$ cat src/twc_pkg.sv
// Constants, register layouts and state types for the two-wire bus controller
// Operation
// Master clock rate is system clock over two times (reload value plus one).
// Software never programs a clock rate reload value below two.
// A set mask bit makes that address bit don't-care, 7-bit and 10-bit.
// Masking applies only while all-address acknowledge is off.
// All-address acknowledge on: every received address is acknowledged.
// Enable hands both pins to the controller; clear returns them to ports.
// Stop-in-idle set halts the controller while the device idles.
// Slave holds the clock low while release is 0, frees it at 1; resets 1.
// Stretch on: release is read/write, cleared at transmit start and receive end.
// Stretch off: software may only set release; cleared at transmit start.
// Stretch enable turns software and receive clock stretching on or off.
// Ten-bit select makes the slave compare a 10-bit own address, else 7-bit. The code compares 7-bit when mask bit 0 is set.
// Two control bits drive slew disable and alternate threshold pad outputs.
// General call enable: general call address raises an event, else ignored.
// Master receive acknowledge slot sends the ack data bit, 1 NACK 0 ACK.
// Ack sequence bit sends ack data; hardware clears it at sequence end.
// Receive bit starts a master byte read; cleared after the eighth bit.
// Stop bit makes the master send Stop; cleared when Stop completes.
// Restart bit makes the master send Repeated Start; cleared when done.
// Start bit makes the master send Start; cleared when Start completes.
// Master transmit records the slave's acknowledge level in the ack flag.
// Transmit write while busy is rejected and sets the sticky collision flag.
// Receive full sets on a stored byte and clears when software reads it.
// Rate generator is a down-counter; each reload marks one clock half-period.
// Both bus lines are only pulled low or released, never driven high.
package twc_pkg;
	// Register indices on the plain register port
	localparam int         ADDR_W   = 3;
	localparam logic [2:0] REG_CON  = 3'h0;
	localparam logic [2:0] REG_STAT = 3'h1;
	localparam logic [2:0] REG_BRG  = 3'h2;
	localparam logic [2:0] REG_MSK  = 3'h3;
	localparam logic [2:0] REG_OWN  = 3'h4;
	localparam logic [2:0] REG_TRN  = 3'h5;
	localparam logic [2:0] REG_RCV  = 3'h6;
	// Reset values, address constants and bit counts
	localparam logic [15:0] CON_RST    = 16'h1000;
	localparam logic [2:0]  LINE_IDLE  = 3'h7;
	localparam logic [4:0]  TEN_PREFIX = 5'h1e;
	localparam logic [7:0]  GEN_CALL   = 8'h00;
	localparam logic [3:0]  LAST_BIT   = 4'h7;
	localparam logic [3:0]  BYTE_BITS  = 4'h8;
	localparam int          BRG_MIN    = 2;
	// Sequence phases, one per clock half-period
	localparam logic [1:0] PH0 = 2'h0;
	localparam logic [1:0] PH1 = 2'h1;
	localparam logic [1:0] PH2 = 2'h2;
	localparam logic [1:0] PH3 = 2'h3;

	typedef struct packed {
		logic module_enable;
		logic rsv_a;
		logic stop_in_idle;
		logic clock_release;
		logic all_address_ack_enable;
		logic ten_bit_address_select;
		logic slew_control_disable;
		logic alt_threshold_enable;
		logic general_call_enable;
		logic stretch_enable;
		logic ack_data_value;
		logic ack_sequence_start;
		logic master_receive_start;
		logic stop_sequence_start;
		logic restart_sequence_start;
		logic start_sequence_start;
	} twc_con_t;

	typedef struct packed {
		logic       ack_received_flag;
		logic       tx_status;
		logic [2:0] rsv_a;
		logic       bus_collision;
		logic       gen_call_status;
		logic       addr10_status;
		logic       write_collision_flag;
		logic       overflow_flag;
		logic       data_not_addr;
		logic       stop_seen;
		logic       start_seen;
		logic       read_not_write;
		logic       receive_full_flag;
		logic       transmit_full_flag;
	} twc_stat_t;

	typedef struct packed {
		logic scl_low;
		logic sda_low;
	} twc_drive_t;

	typedef enum logic [6:0] {
		M_IDLE = 7'h01, M_START = 7'h02, M_RSTART = 7'h04, M_STOP = 7'h08,
		M_TX = 7'h10, M_RX = 7'h20, M_ACK = 7'h40
	} twc_mst_t;

	typedef enum logic [4:0] {
		SL_IDLE = 5'h01, SL_RECV = 5'h02, SL_ACKO = 5'h04, SL_SEND = 5'h08, SL_ACKI = 5'h10
	} twc_slv_t;

	typedef enum logic [3:0] {
		SK_ADR1 = 4'h1, SK_ADR2 = 4'h2, SK_DATA = 4'h4, SK_READ = 4'h8
	} twc_kind_t;
endpackage

$ cat src/twc_ctrl.sv
// Two-wire bus controller: master sequencer, slave responder, register port
//
// Implementation choices: the address-and-strobe port and the register offsets.
`timescale 1ns/1ps
module twc_ctrl
	import twc_pkg::*;
#(
	parameter int BRG_W = 9
)(
	// Clock and reset
	input  wire logic              CLK_SYS,
	input  wire logic              RST,
	// Register port
	input  wire logic [ADDR_W-1:0] BUS_ADDR,
	input  wire logic [15:0]       BUS_WDATA,
	input  wire logic              BUS_WR,
	input  wire logic              BUS_RD,
	output      logic [15:0]       BUS_RDATA,
	// Device power state
	input  wire logic              IDLE_MODE,
	// Clock line
	input  wire logic              SCL_I,
	output      logic              SCL_O,
	output      logic              SCL_OE_N,
	// Data line
	input  wire logic              SDA_I,
	output      logic              SDA_O,
	output      logic              SDA_OE_N,
	// Pad control
	output      logic              PINS_OWNED,
	output      logic              SLEW_DISABLE,
	output      logic              ALT_THRESHOLD,
	// Events
	output      logic              MASTER_EVENT,
	output      logic              SLAVE_EVENT
);
	// Reload below the legal minimum cannot be held by a narrower counter
	generate
		if (BRG_W < BRG_MIN || BRG_W > 16) begin : g_chk
			$error("BRG_W must lie between 2 and 16");
		end
	endgenerate

	twc_con_t        con_q, con_d, cw;
	twc_stat_t       st_q, st_d, sw;
	twc_mst_t        mst_q, mst_d;
	twc_slv_t        sst_q, sst_d;
	twc_kind_t       sk_q, sk_d;
	twc_drive_t      mdrv, sdrv;
	logic [BRG_W-1:0] brg_q, brg_d, hcnt_q, hcnt_d;
	logic [9:0]      msk_q, msk_d, own_q, own_d, mask;
	logic [7:0]      trn_q, trn_d, rcv_q, rcv_d, msh_q, msh_d, ssh_q, ssh_d;
	logic [15:0]     rdat_d;
	logic [1:0]      mph_q, mph_d;
	logic [3:0]      mbit_q, mbit_d, sbit_q, sbit_d;
	logic            mown_q, mown_d, mev_d, sev_d, acc, rel;
	logic            scl_oe_n_d, sda_oe_n_d;
	logic [2:0]      scl_sy, sda_sy;
	logic            run, tick, hold, busy, rise, fall, sta_det, sto_det;
	logic            hit7, hitu, hitl, gcall;

	// Two-stage synchronisers, third stage only keeps the previous level
	always_ff @(posedge CLK_SYS or posedge RST) begin
		if (RST) begin
			scl_sy <= LINE_IDLE;
			sda_sy <= LINE_IDLE;
		end else begin
			scl_sy <= {scl_sy[1:0], SCL_I};
			sda_sy <= {sda_sy[1:0], SDA_I};
		end
	end

	// Line events seen on synchronised levels
	assign rise    = scl_sy[1] & ~scl_sy[2];
	assign fall    = ~scl_sy[1] & scl_sy[2];
	assign sta_det = scl_sy[1] & scl_sy[2] & sda_sy[2] & ~sda_sy[1];
	assign sto_det = scl_sy[1] & scl_sy[2] & ~sda_sy[2] & sda_sy[1];
	assign run     = con_q.module_enable & ~(con_q.stop_in_idle & IDLE_MODE);
	assign busy    = (mst_q != M_IDLE) | st_q.transmit_full_flag;

	// Released clock still low means another party stretches; the timer waits
	assign hold = ~mdrv.scl_low & ~scl_sy[1];
	assign tick = (hcnt_q == '0) & ~hold;

	// Address compare, masked bits are don't-care unless all-address mode is on
	assign mask  = con_q.all_address_ack_enable ? '0 : msk_q;
	assign hit7  = (((ssh_q[7:1] ^ own_q[6:0]) & ~mask[6:0]) == '0) && (ssh_q != GEN_CALL);
	assign hitu  = (ssh_q[7:3] == TEN_PREFIX) && (((ssh_q[2:1] ^ own_q[9:8]) & ~mask[9:8]) == '0);
	assign hitl  = ((ssh_q ^ own_q[7:0]) & ~mask[7:0]) == '0;
	assign gcall = con_q.general_call_enable && (ssh_q == GEN_CALL);

	// Master line drive per state and half-period
	always_comb begin
		mdrv = '0;
		case (mst_q)
			M_IDLE: begin
				mdrv.scl_low = mown_q;
			end
			M_START: begin
				mdrv.sda_low = 1'b1;
				mdrv.scl_low = (mph_q != PH0);
			end
			M_RSTART: begin
				mdrv.scl_low = (mph_q == PH0) | (mph_q == PH3);
				mdrv.sda_low = mph_q[1];
			end
			M_STOP: begin
				mdrv.sda_low = (mph_q != PH2);
				mdrv.scl_low = (mph_q == PH0);
			end
			M_TX: begin
				mdrv.scl_low = (mph_q == PH0);
				mdrv.sda_low = (mbit_q != BYTE_BITS) & ~msh_q[7];
			end
			M_RX: begin
				mdrv.scl_low = (mph_q == PH0);
			end
			M_ACK: begin
				mdrv.scl_low = (mph_q == PH0);
				mdrv.sda_low = ~con_q.ack_data_value;
			end
			default: begin
				mdrv = '0;
			end
		endcase
	end

	// Slave line drive: acknowledge, transmit bits and clock stretch
	always_comb begin
		sdrv.sda_low = (sst_q == SL_ACKO) | ((sst_q == SL_SEND) & ~trn_q[~sbit_q[2:0]]);
		sdrv.scl_low = (sst_q != SL_IDLE) & ~con_q.clock_release;
	end

	// Next values of all control, status and sequencer state
	always_comb begin
		con_d  = con_q;
		st_d   = st_q;
		mst_d  = mst_q;
		sst_d  = sst_q;
		sk_d   = sk_q;
		brg_d  = brg_q;
		msk_d  = msk_q;
		own_d  = own_q;
		trn_d  = trn_q;
		rcv_d  = rcv_q;
		msh_d  = msh_q;
		ssh_d  = ssh_q;
		mph_d  = mph_q;
		mbit_d = mbit_q;
		sbit_d = sbit_q;
		mown_d = mown_q;
		mev_d  = 1'b0;
		sev_d  = 1'b0;
		acc    = 1'b0;
		rel    = 1'b0;
		rdat_d = '0;
		cw     = twc_con_t'(BUS_WDATA);
		sw     = twc_stat_t'(BUS_WDATA);

		// Reads and flag clears come first so a same-cycle hardware set wins
		if (BUS_RD) begin
			if (BUS_ADDR == REG_CON) begin
				rdat_d = con_q;
			end else if (BUS_ADDR == REG_STAT) begin
				rdat_d = st_q;
			end else if (BUS_ADDR == REG_BRG) begin
				rdat_d = 16'(brg_q);
			end else if (BUS_ADDR == REG_MSK) begin
				rdat_d = {6'h00, msk_q};
			end else if (BUS_ADDR == REG_OWN) begin
				rdat_d = {6'h00, own_q};
			end else if (BUS_ADDR == REG_TRN) begin
				rdat_d = {8'h00, trn_q};
			end else if (BUS_ADDR == REG_RCV) begin
				rdat_d = {8'h00, rcv_q};
				st_d.receive_full_flag = 1'b0;
			end
		end
		if (BUS_WR) begin
			if (BUS_ADDR == REG_STAT) begin
				st_d.write_collision_flag = st_q.write_collision_flag & sw.write_collision_flag;
				st_d.overflow_flag        = st_q.overflow_flag & sw.overflow_flag;
				st_d.bus_collision        = st_q.bus_collision & sw.bus_collision;
			end else if (BUS_ADDR == REG_BRG) begin
				brg_d = BUS_WDATA[BRG_W-1:0];
			end else if (BUS_ADDR == REG_MSK) begin
				msk_d = BUS_WDATA[9:0];
			end else if (BUS_ADDR == REG_OWN) begin
				own_d = BUS_WDATA[9:0];
			end
		end

		// Half-period timer reloads on each tick and freezes while stretched
		if (mst_q == M_IDLE || tick) begin
			hcnt_d = brg_q;
		end else if (hold) begin
			hcnt_d = hcnt_q;
		end else begin
			hcnt_d = hcnt_q - 1'b1;
		end

		// Master sequencer; one bit set at a time is served in fixed priority
		case (mst_q)
			M_IDLE: begin
				mph_d  = PH0;
				mbit_d = '0;
				if (con_q.start_sequence_start && !mown_q) begin
					mst_d = M_START;
				end else if (con_q.restart_sequence_start && mown_q) begin
					mst_d = M_RSTART;
				end else if (con_q.stop_sequence_start && mown_q) begin
					mst_d = M_STOP;
				end else if (con_q.master_receive_start && mown_q) begin
					mst_d = M_RX;
				end else if (con_q.ack_sequence_start && mown_q) begin
					mst_d = M_ACK;
				end
			end
			M_START: begin
				if (tick && mph_q == PH0) begin
					mph_d = PH1;
				end else if (tick) begin
					con_d.start_sequence_start = 1'b0;
					mown_d = 1'b1;
					mev_d  = 1'b1;
					mst_d  = M_IDLE;
				end
			end
			M_RSTART: begin
				if (tick && mph_q != PH3) begin
					mph_d = mph_q + 2'h1;
				end else if (tick) begin
					con_d.restart_sequence_start = 1'b0;
					mev_d = 1'b1;
					mst_d = M_IDLE;
				end
			end
			M_STOP: begin
				if (tick && mph_q != PH2) begin
					mph_d = mph_q + 2'h1;
				end else if (tick) begin
					con_d.stop_sequence_start = 1'b0;
					mown_d = 1'b0;
					mev_d  = 1'b1;
					mst_d  = M_IDLE;
				end
			end
			M_TX: begin
				if (tick && mph_q == PH0) begin
					mph_d = PH1;
				end else if (tick && mbit_q == BYTE_BITS) begin
					st_d.ack_received_flag  = sda_sy[1];
					st_d.tx_status          = 1'b0;
					st_d.transmit_full_flag = 1'b0;
					mev_d = 1'b1;
					mst_d = M_IDLE;
				end else if (tick) begin
					mph_d  = PH0;
					msh_d  = {msh_q[6:0], 1'b0};
					mbit_d = mbit_q + 4'h1;
				end
			end
			M_RX: begin
				if (tick && mph_q == PH0) begin
					mph_d = PH1;
				end else if (tick) begin
					mph_d  = PH0;
					msh_d  = {msh_q[6:0], sda_sy[1]};
					mbit_d = mbit_q + 4'h1;
					if (mbit_q == LAST_BIT) begin
						if (st_q.receive_full_flag) begin
							st_d.overflow_flag = 1'b1;
						end
						rcv_d = {msh_q[6:0], sda_sy[1]};
						st_d.receive_full_flag = 1'b1;
						con_d.master_receive_start = 1'b0;
						mev_d = 1'b1;
						mst_d = M_IDLE;
					end
				end
			end
			M_ACK: begin
				if (tick && mph_q == PH0) begin
					mph_d = PH1;
				end else if (tick) begin
					con_d.ack_sequence_start = 1'b0;
					mev_d = 1'b1;
					mst_d = M_IDLE;
				end
			end
			default: begin
				mst_d = M_IDLE;
			end
		endcase

		// Slave responder; Stop and Start override any byte in progress
		if (sto_det) begin
			st_d.stop_seen       = 1'b1;
			st_d.start_seen      = 1'b0;
			st_d.gen_call_status = 1'b0;
			st_d.addr10_status   = 1'b0;
			sst_d = SL_IDLE;
		end else if (sta_det && mst_q == M_IDLE && !mown_q) begin
			st_d.start_seen = 1'b1;
			st_d.stop_seen  = 1'b0;
			sst_d  = SL_RECV;
			sk_d   = SK_ADR1;
			sbit_d = '0;
		end else begin
			case (sst_q)
				SL_RECV: begin
					if (rise) begin
						ssh_d  = {ssh_q[6:0], sda_sy[1]};
						sbit_d = sbit_q + 4'h1;
					end else if (fall && sbit_q == BYTE_BITS) begin
						sbit_d = '0;
						sst_d  = SL_IDLE;
						case (sk_q)
							SK_ADR1: begin
								if (con_q.ten_bit_address_select && !mask[0] && !con_q.all_address_ack_enable) begin
									acc  = hitu & (~ssh_q[0] | st_q.addr10_status);
									sk_d = ssh_q[0] ? SK_READ : SK_ADR2;
								end else begin
									acc  = hit7 | gcall | con_q.all_address_ack_enable;
									sk_d = ssh_q[0] ? SK_READ : SK_DATA;
									st_d.gen_call_status = gcall;
								end
								if (acc) begin
									st_d.read_not_write = ssh_q[0];
									st_d.data_not_addr  = 1'b0;
									sev_d = 1'b1;
									if (ssh_q[0]) begin
										con_d.clock_release = 1'b0;
									end
								end
							end
							SK_ADR2: begin
								acc  = hitl | con_q.all_address_ack_enable;
								sk_d = SK_DATA;
								st_d.addr10_status = acc;
								sev_d = acc;
							end
							default: begin
								// A full receive holding register refuses the byte
								acc = ~st_q.receive_full_flag;
								st_d.overflow_flag = st_q.overflow_flag | st_q.receive_full_flag;
								if (acc) begin
									rcv_d = ssh_q;
								end
								st_d.receive_full_flag = 1'b1;
								st_d.data_not_addr = 1'b1;
								sev_d = 1'b1;
								if (con_q.stretch_enable) begin
									con_d.clock_release = 1'b0;
								end
							end
						endcase
						if (acc) begin
							sst_d = SL_ACKO;
						end
					end
				end
				SL_ACKO: begin
					if (fall) begin
						sbit_d = '0;
						sst_d  = (sk_q == SK_READ) ? SL_SEND : SL_RECV;
					end
				end
				SL_SEND: begin
					if (fall && sbit_q == LAST_BIT) begin
						sbit_d = '0;
						st_d.transmit_full_flag = 1'b0;
						sst_d = SL_ACKI;
					end else if (fall) begin
						sbit_d = sbit_q + 4'h1;
					end
				end
				SL_ACKI: begin
					if (rise && sda_sy[1]) begin
						sst_d = SL_IDLE;
					end else if (rise) begin
						sbit_d = BYTE_BITS;
					end else if (fall && sbit_q == BYTE_BITS) begin
						sbit_d = '0;
						con_d.clock_release = 1'b0;
						sev_d = 1'b1;
						sst_d = SL_SEND;
					end
				end
				default: begin
					sst_d = SL_IDLE;
				end
			endcase
		end

		// Transmit write: refused while busy, else loads and may start sending
		if (BUS_WR && BUS_ADDR == REG_TRN) begin
			if (busy) begin
				st_d.write_collision_flag = 1'b1;
			end else begin
				trn_d = BUS_WDATA[7:0];
				st_d.transmit_full_flag = 1'b1;
				if (mown_q) begin
					msh_d  = BUS_WDATA[7:0];
					mbit_d = '0;
					mph_d  = PH0;
					st_d.tx_status = 1'b1;
					mst_d  = M_TX;
				end
			end
		end

		// Control write; release only accepts a 1 while stretching is off
		if (BUS_WR && BUS_ADDR == REG_CON) begin
			rel   = con_d.clock_release;
			con_d = cw;
			con_d.rsv_a = 1'b0;
			if (!con_q.stretch_enable && !cw.clock_release) begin
				con_d.clock_release = rel;
			end
		end

		// Disabled or halted: sequencers fall back and ownership is dropped
		if (!run) begin
			mst_d  = M_IDLE;
			sst_d  = SL_IDLE;
			mown_d = 1'b0;
		end

		// Lines are only ever pulled low; enable releases them when clear
		scl_oe_n_d = ~(run & (mdrv.scl_low | sdrv.scl_low));
		sda_oe_n_d = ~(run & (mdrv.sda_low | sdrv.sda_low));
	end

	// State registers
	always_ff @(posedge CLK_SYS or posedge RST) begin
		if (RST) begin
			con_q         <= twc_con_t'(CON_RST);
			st_q          <= '0;
			mst_q         <= M_IDLE;
			sst_q         <= SL_IDLE;
			sk_q          <= SK_ADR1;
			brg_q         <= '0;
			hcnt_q        <= '0;
			msk_q         <= '0;
			own_q         <= '0;
			trn_q         <= '0;
			rcv_q         <= '0;
			msh_q         <= '0;
			ssh_q         <= '0;
			mph_q         <= PH0;
			mbit_q        <= '0;
			sbit_q        <= '0;
			mown_q        <= 1'b0;
			BUS_RDATA     <= '0;
			SCL_O         <= 1'b0;
			SDA_O         <= 1'b0;
			SCL_OE_N      <= 1'b1;
			SDA_OE_N      <= 1'b1;
			PINS_OWNED    <= 1'b0;
			SLEW_DISABLE  <= 1'b0;
			ALT_THRESHOLD <= 1'b0;
			MASTER_EVENT  <= 1'b0;
			SLAVE_EVENT   <= 1'b0;
		end else begin
			con_q         <= con_d;
			st_q          <= st_d;
			mst_q         <= mst_d;
			sst_q         <= sst_d;
			sk_q          <= sk_d;
			brg_q         <= brg_d;
			hcnt_q        <= hcnt_d;
			msk_q         <= msk_d;
			own_q         <= own_d;
			trn_q         <= trn_d;
			rcv_q         <= rcv_d;
			msh_q         <= msh_d;
			ssh_q         <= ssh_d;
			mph_q         <= mph_d;
			mbit_q        <= mbit_d;
			sbit_q        <= sbit_d;
			mown_q        <= mown_d;
			BUS_RDATA     <= rdat_d;
			SCL_O         <= 1'b0;
			SDA_O         <= 1'b0;
			SCL_OE_N      <= scl_oe_n_d;
			SDA_OE_N      <= sda_oe_n_d;
			PINS_OWNED    <= con_q.module_enable;
			SLEW_DISABLE  <= con_q.slew_control_disable;
			ALT_THRESHOLD <= con_q.alt_threshold_enable;
			MASTER_EVENT  <= mev_d;
			SLAVE_EVENT   <= sev_d;
		end
	end
endmodule

$ cat config.mk
export PLATFORM = sky130hd
export DESIGN_NAME = twc_ctrl
export DESIGN_NICKNAME = d
export VERILOG_FILES = /design/src/twc_pkg.sv /design/src/twc_ctrl.sv
export SDC_FILE = /design/constraint.sdc
export NUM_CORES = 1
export LEC_CHECK = 0
export ABC_AREA = 1
export BUFFER_PORTS_ARGS = -buffer_cell sky130_fd_sc_hd__buf_2
export CAP_MARGIN = 20
export CELL_PAD_IN_SITES_DETAIL_PLACEMENT = 0
export CELL_PAD_IN_SITES_GLOBAL_PLACEMENT = 1
export CORE_UTILIZATION = 29
export CTS_BUF_LIST = sky130_fd_sc_hd__clkbuf_16
export CTS_CLUSTER_SIZE = 8
export DETAILED_ROUTE_END_ITERATION = 8
export HOLD_SLACK_MARGIN = 0.08
export PLACE_DENSITY = 0.52
export SYNTH_ARGS = -nofsm -noshare
export SYNTH_HDL_FRONTEND = slang
export SYNTH_SLANG_ARGS = --single-unit
$ cat constraint.sdc
create_clock -name CLK_SYS -period 7.4 [get_ports CLK_SYS]
set_input_delay 0.37 -clock CLK_SYS [delete_from_list [all_inputs] [get_ports CLK_SYS]]
set_output_delay 0.37 -clock CLK_SYS [all_outputs]
set_load 0.01 [all_outputs]
# Yosys cells after proc, flatten, opt, wreduce, memory -nomap -nowiden
# Index checks and enable logic that the tools add are counted.
# Widths: inputs -> output; s select.
[totals]
ff_bits = 154
latchBits = 0
mem_bits_rw = 0
romBits = 0
inputBits = 26
out_inout_bits = 25
n_memories = 0
[classes]
n_addsub = 4
n_mul = 0
div = 0
order_cmp = 1
eq_ne = 54
shifts = 0
mux = 224
bitwise_logic = 64
n_reduce_logical = 76
[op_table]
columns = ["operator", "n"]
rows = [
  ["$mux 8", 21],
  ["$mux 7", 18],
  ["$mux 1", 97],
  ["$mux 4", 23],
  ["$mux 2", 26],
  ["$mux 5", 10],
  ["$mux 16", 3],
  ["$pmux 7 s6", 1],
  ["$mux 10", 4],
  ["$reduce_bool 2->1", 15],
  ["$reduce_and 5->1", 5],
  ["$not 1->1", 24],
  ["$logic_and 1x1->1", 22],
  ["$and 1x1->1", 20],
  ["$pmux 5 s4", 1],
  ["$mux 9", 2],
  ["$reduce_and 3->1", 6],
  ["$logic_not 8->1", 2],
  ["$pmux 4 s4", 1],
  ["$pmux 8 s2", 1],
  ["$ne 3x3->1 const B", 5],
  ["$pmux 1 s2", 7],
  ["$reduce_and 7->1", 2],
  ["$mux 13", 1],
  ["other kinds (67)", 106],
]

# Longest topological paths before layout
# Gate-level depths: netlist of run 1.
[logic_depth]
depth_word = 27
depth_mapped = 17
ltp_nobuf = 17

# Worst setup path after synthesis of run 1
# Ideal clock, no wire load.
[synth_path]
path_type = "flip-flop to flip-flop"
start = "reg mph_q[0]"
end = "reg hcnt_q[0]"
arrival_ns = 2.076
slack_ns = 5.206
stages_incl_launch_ff = 13
path_buffers = 1
synth_period_minus_slack_ns = 2.194
path_cell_list = "dfrtp_1 -> inv_1 -> ha_1 -> inv_1 -> nand3_1 -> nand2_1 -> nor2_1 -> nand3_4 -> nor2_1 -> inv_1 -> buf_2 -> a21oi_1 -> inv_1"
[synth_via]
elab_chain_len = 9
elab_cells_between_ends = 12
[synth_lines]
columns = ["item", "line", "source"]
rows = [
  ["from (decl)", "twc_ctrl.sv:54", "logic [1:0] mph_q, mph_d;"],
  ["from (signal assigned)", "twc_ctrl.sv:479", "mph_q <= mph_d;"],
  ["$eq 2x2->1 or $logic_not 2->1 (tied branches)", "twc_ctrl.sv:104, twc_ctrl.sv:109, twc_ctrl.sv:112", ""],
  ["$or 1x1->1", "twc_ctrl.sv:104", "mdrv.scl_low = (mph_q == PH0) | (mph_q == PH3);"],
  ["$pmux 1 s4 (*)", "twc_ctrl.sv:95", "case (mst_q)"],
  ["$not 1->1 (*)", "twc_ctrl.sv:82", "assign hold = ~mdrv.scl_low & ~scl_sy[1];"],
  ["$and 1x1->1 (*)", "twc_ctrl.sv:82", ""],
  ["$not 1->1", "twc_ctrl.sv:83", "assign tick = (hcnt_q == '0) & ~hold;"],
  ["$and 1x1->1", "twc_ctrl.sv:83", ""],
  ["$logic_or 1x1->1", "twc_ctrl.sv:194", "if (mst_q == M_IDLE || tick) begin"],
  ["$ne 2x1->1 (no line) or $mux 9 (tied branches)", "--", ""],
  ["to (signal assigned)", "twc_ctrl.sv:472", "hcnt_q <= hcnt_d;"],
  ["to (decl)", "twc_ctrl.sv:50", "logic [BRG_W-1:0] brg_q, brg_d, hcnt_q, hcnt_d;"],
]
# Every way passes the cells marked *; elsewhere a longest branch is shown, timed or not.
# A chain may end at the register's enable or synchronous reset.

# Worst setup path in the final report of run 1
[layout_path]
start = "reg hcnt_q[0]"
end = "reg rcv_q[6]"
[layout_via]
elab_chain_len = 12
elab_cells_between_ends = 13
[layout_lines]
columns = ["item", "line", "source"]
rows = [
  ["$logic_not 9->1 (*)", "twc_ctrl.sv:83", ""],
  ["$and 1x1->1 (*)", "twc_ctrl.sv:83", ""],
  ["$mux 8 or $logic_and 1x1->1 (tied branches)", "twc_ctrl.sv:266, twc_ctrl.sv:264", ""],
  ["$mux 8 (*)", "twc_ctrl.sv:264", "if (tick && mph_q == PH0) begin"],
  ["$mux 8 (*)", "twc_ctrl.sv:203", "case (mst_q)"],
  ["$mux 8", "twc_ctrl.sv:347", "if (acc) begin"],
  ["$mux 8", "twc_ctrl.sv:318", "case (sk_q)"],
  ["$mux 8", "twc_ctrl.sv:315", "end else if (fall && sbit_q == BYTE_BITS) begin"],
  ["$mux 8", "twc_ctrl.sv:312", "if (rise) begin"],
  ["$mux 8", "twc_ctrl.sv:310", "case (sst_q)"],
  ["$mux 8", "twc_ctrl.sv:303", "end else if (sta_det && mst_q == M_IDLE && !mown_q) begin"],
  ["$mux 8 (*)", "twc_ctrl.sv:297", "if (sto_det) begin"],
  ["named net rcv_d[6]", "twc_ctrl.sv:52", "logic [7:0] trn_q, trn_d, rcv_q, rcv_d, msh_q, msh_d, ssh_q, ssh_d;"],
  ["to (signal assigned)", "twc_ctrl.sv:476", "rcv_q <= rcv_d;"],
  ["to (decl)", "twc_ctrl.sv:52", ""],
]
# The timed path passes the listed nets; every way through them passes the cells marked *.

==> results of run 1 <==
## per-layer routing
layer / routed length (um) / global-route usage (%)
met4: 469 / 5.43
met5: 0 / 0
met2: 13600 / 33.9
met1: 14500 / 30.0
met3: 1010 / 3.13
## logic make-up after synthesis
logic type / Yosys count / synth area share, %
simple gates: 504 / 26.4
compound gates: 246 / 16.6
buf+inv: 182 / 8.56
flops: 154 / 46.4
fa+ha+maj: 8 / 1.20
xor+xnor: 7 / 0.736
other cells: 1 / 0.0450
## layout make-up
| class | count | area (um2) |
|---|---|---|
| Inverter | 156 | 593 |
| Clock inverter | 15 | 150 |
| Timing Repair Buffer | 55 | 303 |
| Clock buffer | 17 | 425 |
| Tap cell | 378 | 473 |
| Sequential cell | 154 | 3870 |
| Multi-Input combinational cell | 767 | 3750 |
| Fill cell | 3065 | 18400 |
## sequential cells by signal, indices dropped and copies added, names as in the netlist, 2 cells and up
signal and count:
mph_q 2, msh_q 8, scl_sy 3, hcnt_q 9
ssh_q 8, con_q 15, rcv_q 8, trn_q 8
sbit_q 4, sda_sy 3, sst_q 5, sk_q 4
mbit_q 4, st_q 13, mst_q 7, BUS_RDATA 16
own_q 10, msk_q 10, brg_q 9
## path summary, 6_finish.rpt
kind | start | end | slack, ps | cells after the start
worst max-delay path | hcnt_q[0] | rcv_q[6] | 4220 | 9
worst min-delay path | BUS_WDATA[11] | con_q[11] | 150 | 3
worst max register to register | hcnt_q[0] | rcv_q[6] | 4220 | 9
worst min register to register | sda_sy[0] | sda_sy[1] | 350 | 0
max in group asynchronous | RST | mst_q[6] | 5090 | 5
min in group asynchronous | RST | hcnt_q[7] | 590 | 3
## power breakdown
part	switching (mW)	internal, mW
logic	0.342	0.158
clock network	0.389	0.497
registers	0.0934	0.945
## stage by stage
step / instances / worst slack, ps / total power [mW] / util, %
finish: 1542 / 4220 / 2.43 / 34.2
global route: 1542 / 4050 / 2.56 / 34.2
global placement: 1507 / 4220 / 1.55 / 32.0
floorplan: 1103 / 2900 / 1.38 / -
CTS: 1542 / 4240 / 2.45 / 34.2
detailed placement: 1507 / 4260 / 1.55 / 32.0
## worst max-delay path: stages (launching register included)
cell and delay (ps):
dfrtp_1 370, inv_1 110, ha_1 230, nand2_1 130
nor3_2 660, nand4_1 290, nor2_2 550, inv_2 240
nor2_1 290, o22ai_1 150
## cell usage in the layout, fill, tap and decap left out, drive strengths merged, types with 11 or more instances in the layout
cell type and count:
inv 156, o2111ai 11, nor2 102, nand4 27, nor3 15, buf 52
dfstp 12, nand3 78, a21oi 58, o22ai 20, clkbuf 17, o21ai 126
nand2 279, dfrtp 142
## timing repair
| item | 4_1_cts | 5_1_grt |
|---|---|---|
| hold buffers | 3 | 0 |
| resized for setup | 0 | 0 |
| hold endpoints to repair | 47 | 0 |
==> summary.md, run 1 <==
| Metric | Value |
|---|---|
| Worst Clk Skew | `21.7 ps` |
| Max H-tree Level | `4` |
| CTS clk-pin slew, worst paths | `~70 ps` |
| Final ANT Viol Nets | `0` |
| Initial Util | `between 20% and 30%` |
| Share of layout cells above drive strength 1 | `a little over a tenth` |
| Synth cell count leaders | `270 x nand2_1, 150 x inv_1, 142 x dfrtp_1` |
| # diodes | `0` |
| Ys async rst share | `100%` |
| Placed cell area | `8960 um2` |
| Synthesis-stage register bit count | `around 150` |
| Largest net degree at the start of global routing | `between 60 and 70` |
| Yosys cell types | `between 40 and 50` |
| Initial antenna violation count | `0` |
| Post-synth top area cell | `dfrtp_1` |
| Vias in the first global route | `roughly 7.6k` |
| Num Clock Sinks | `154` |
| Fin Hold WS | `around 150 ps` |
| Die Ht | `approximately 170 um` |
| WP data required | `roughly 7700 ps` |
| Most numerous cell in the Yosys netlist | `nand2_1` |
| # IOs | `51` |
| Critical Path AT | `between 3000 and 4000 ps` |
| Primary FF master, synth | `dfrtp_1` |
| Final HPWL DP | `22,200 um` |
| Setup crit end kind | `flop` |
| Fin crit share | `43.0%` |
| Pins over their slew limit | `0` |
| Crit start category | `flop` |
| Die area | `29,400 um2` |
| Final Cell Area | `9570 um2` |
| Synth top area share | `a little over two fifths` |
| WS Path Type | `reg2reg` |
| Via density | `approximately 5` |
| Clock root buffer master | `clkbuf_16` |
| Row count | `about 60` |
| Maximum clock insertion buffer count | `2` |
| MaxCap Viol Count | `0` |
| Worst slew pin tran | `1110 ps` |
| Sequential element share of the synthesized area | `between 40% and 50%` |
| Hold Vio Cnt, Final | `0` |
| Residual DRC | `0` |
| Fin nets | `around 1.2k` |
| Hold Path Class | `in2reg` |
| VDD IR max | `a little over 0.09 mV` |
| Core Region | `about 28,000 um2` |
| Final wirelength | `approximately 30,000 um` |
| DR vias | `roughly 7.5k` |
| PortBufs | `47` |
| Die X-Extent | `between 150 and 200 um` |
| CTS tree | `built` |
| Wire per inst | `around 19 um` |
| Inserted Clock Buffers | `17` |
| GP Congestion | `between 0.8 and 0.9` |
| F_max | `approximately 310 MHz` |
| Ys Warns | `0` |
| Global-route wire length before repair | `about 46,000 um` |
| Mean Syn Cell Area | `7.56 um2` |
| Area Growth Syn to Fin | `14.8%` |
| Synth Instances | `roughly 1.1k` |
| P_leak | `approximately 4.6 nW` |
| Status | `completed` |
| Total track usage | `roughly a fifth` |
| Min Clock Period, post-route | `3180 ps` |
| Drt first pass iters | `5` |
| Relative slew slack | `between 20 and 30%` |
| Mapped cell area | `approximately 8300 um2` |
| RSZ-0062 raised after global routing | `no` |
| Total gr overflow | `0` |
| Skew-Pair Late Insertion Delay | `~440 ps` |
| Setup Viol. Count Final | `0` |
| EDFF count, synth | `0` |
| Sum Neg Setup Slack | `0 ps` |
| CP Max Fanout | `11` |
| Postcts setup bufs | `0` |
| 1st-iter DRT viols | `around 500` |
| PD cells | `around 250 nW/um2` |
| Synth top area cells | `dfrtp_1 43%, nand2_1 12%, o21ai_0 7.3%, inv_1 6.8%, nand3_1 4.6%` |
(Power assumes the default switching activity.)
==> run 2: changes to the inputs <==
clock period = 3.15 ns   (was 7.4 ns; I/O delays follow)
==> summary.md, run 2 (synthesis results as in run 1) <==
| Metric | Value |
|---|---|
| Setup Viol. Count Final | `0` |
| Share of layout cells above drive strength 1 | `approximately 11%` |
| GP Congestion | `between 0.8 and 0.9` |
| Die X-Extent | `about 170 um` |
| Final wirelength | `29,300 um` |
| Dpl cells | `between 1.5k and 2k` |
| MaxCap Viol Count | `0` |
| Placement Setup Slack | `roughly 480 ps` |
| Sum Neg Setup Slack | `0 ps` |
| CTS clk-pin slew, worst paths | `~70 ps` |
| Total gr overflow | `0` |
| Min Clock Period, post-route | `about 2700 ps` |
| Total track usage | `20.8%` |
| Most Used Layer, Global Route | `met2` |
| DR vias | `about 7.6k` |
| Biggest regs | `BUS_RDATA: 16 flops, con_q: 15 flops, st_q: 13 flops` |
| Num Clock Sinks | `154` |
| PortBufs | `47` |
| WP data required | `roughly 3500 ps` |
| Top reg by flops | `BUS_RDATA` |
| Drt first pass iters | `4` |
| CP Max Fanout | `13` |
| Max FFs per register | `16` |
| Pins over their slew limit | `0` |
| Worst slew pin tran | `just under 900 ps` |
| Fin nets | `approximately 1.2k` |
| # IOs | `51` |
| Fillers | `roughly 3k` |
| P_leak | `roughly 4.7 nW` |
| Hold Path Class | `in2reg` |
| VDD IR max | `between 0.3 and 0.4 mV` |
| Critical Path AT | `slightly above 3000 ps` |
| Power, Total | `about 5.7 mW` |
| Worst Clk Skew | `around 13 ps` |
| Residual DRC | `0` |
| Worst setup margin | `444 ps` |
| Row count | `61` |
| Via density | `between 4 and 5` |
| Die area | `roughly 29,000 um2` |
| Clock root buffer master | `clkbuf_16` |
| RSZ-0062 raised after global routing | `no` |
| Max H-tree Level | `4` |
| Fin crit share | `around 86%` |
| Postcts setup bufs | `0` |
| Initial antenna violation count | `0` |
| Most frequent cells in the layout | `270 x nand2_1, 149 x inv_1, 142 x dfrtp_1` |
| Most common cell after layout, fill and taps aside | `nand2_1` |
| Global-route wire length before repair | `between 40,000 and 50,000 um` |
| Final Util | `a little over a third` |
| Initial Util | `just under 30%` |
| Crit start category | `flop` |
| Inserted Clock Buffers | `17` |
| Met3 Resource Use GR | `under 10%` |
| # diodes | `0` |
| Met2 global-route usage | `between 30% and 40%` |
| Largest net degree at the start of global routing | `approximately 160` |
| PD cells | `between 500 and 600 nW/um2` |
| Die Ht | `approximately 170 um` |
| Skew-Pair Late Insertion Delay | `between 400 and 500 ps` |
| Vias in the first global route | `between 7k and 8k` |
| Layout Cells excl Fill | `between 1.5k and 2k` |
| WS Path Type | `reg2reg` |
| Hold Vio Cnt, Final | `0` |
| Met1 Use GR | `approximately 30%` |
| Final HPWL DP | `22,100 um` |
| 1st-iter DRT viols | `roughly 540` |
| Maximum clock insertion buffer count | `2` |
| Status | `completed` |
| Final ANT Viol Nets | `0` |
| Area Growth Syn to Fin | `17.0%` |
| Core Region | `roughly 28,000 um2` |
| Setup crit end kind | `flop` |
| Relative slew slack | `42.1%` |
| F_max | `roughly 370 MHz` |
| Wire per inst | `about 19 um` |
| CTS tree | `built` |
-- run 2: metal layers --
layer | part of all wire (%) | wire length [um] | up-vias
li1 | - | - | 3786
met1 | 50 | 14800 | 3636
met2 | 46 | 13400 | 126
met3 | 2.8 | 820 | 19
met4 | 1.0 | 306 | 0
met5 | 0 | 0 | -
-- run 2: cell type report --
type | count | area (um2) | area share (%)
Sequential cell | 154 | 3870 | 39.7
Multi-Input combinational cell | 767 | 3750 | 38.5
Inverter | 156 | 592 | 6.07
Timing Repair Buffer | 78 | 515 | 5.29
Tap cell | 378 | 473 | 4.85
Clock buffer | 17 | 425 | 4.36
Clock inverter | 14 | 123 | 1.26
-- run 2: timing repair --
| item | 4_1_cts | 5_1_grt |
|---|---|---|
| hold buffers | 14 | 0 |
| endpoints found under the hold margin | 109 | 0 |
| gates resized for setup | 0 | 0 |
| endpoints found under the setup margin | 0 | 0 |
-- run 2: final timing paths --
| check | slack (ps) | to | depth (start not counted) | from |
|---|---|---|---|---|
| min reg2reg | 360 | scl_sy[1] | 0 | scl_sy[0] |
| min | 80 | own_q[8] | 3 | BUS_WDATA[8] |
| max in group asynchronous | 1980 | trn_q[1] | 4 | RST |
| max | 440 | mbit_q[1] | 16 | mph_q[0] |
| min in group asynchronous | 530 | msk_q[9] | 4 | RST |
| max reg2reg | 440 | mbit_q[1] | 16 | mph_q[0] |
-- run 2: worst max-delay path, cell delays in order (launching register included) --
cell and delay [ps]:
dfrtp_1 460, inv_1 190, ha_1 340, inv_1 90, nand3_1 90, nand2_1 60
nor2_1 200, nand3_4 200, nand2_4 230, inv_4 90, nand2_2 180, nand2_1 110
nand2_2 160, nand2_1 80, nand3_1 70, nand2_1 50, inv_1 40
-- run 2: through the flow --
step	cell area [um2]	hold WS (ps)
floorplan	8340	162
global placement	9060	263
detailed placement	9060	264
CTS	9750	87.1
global route	9750	102
finish	9750	81.9
-- run 2: power by group --
group,switching [mW],leakage (nW),internal (mW)
Sequential,0.223,1.94,2.22
Clock,0.914,0.251,1.09
Combinational,0.806,2.48,0.407
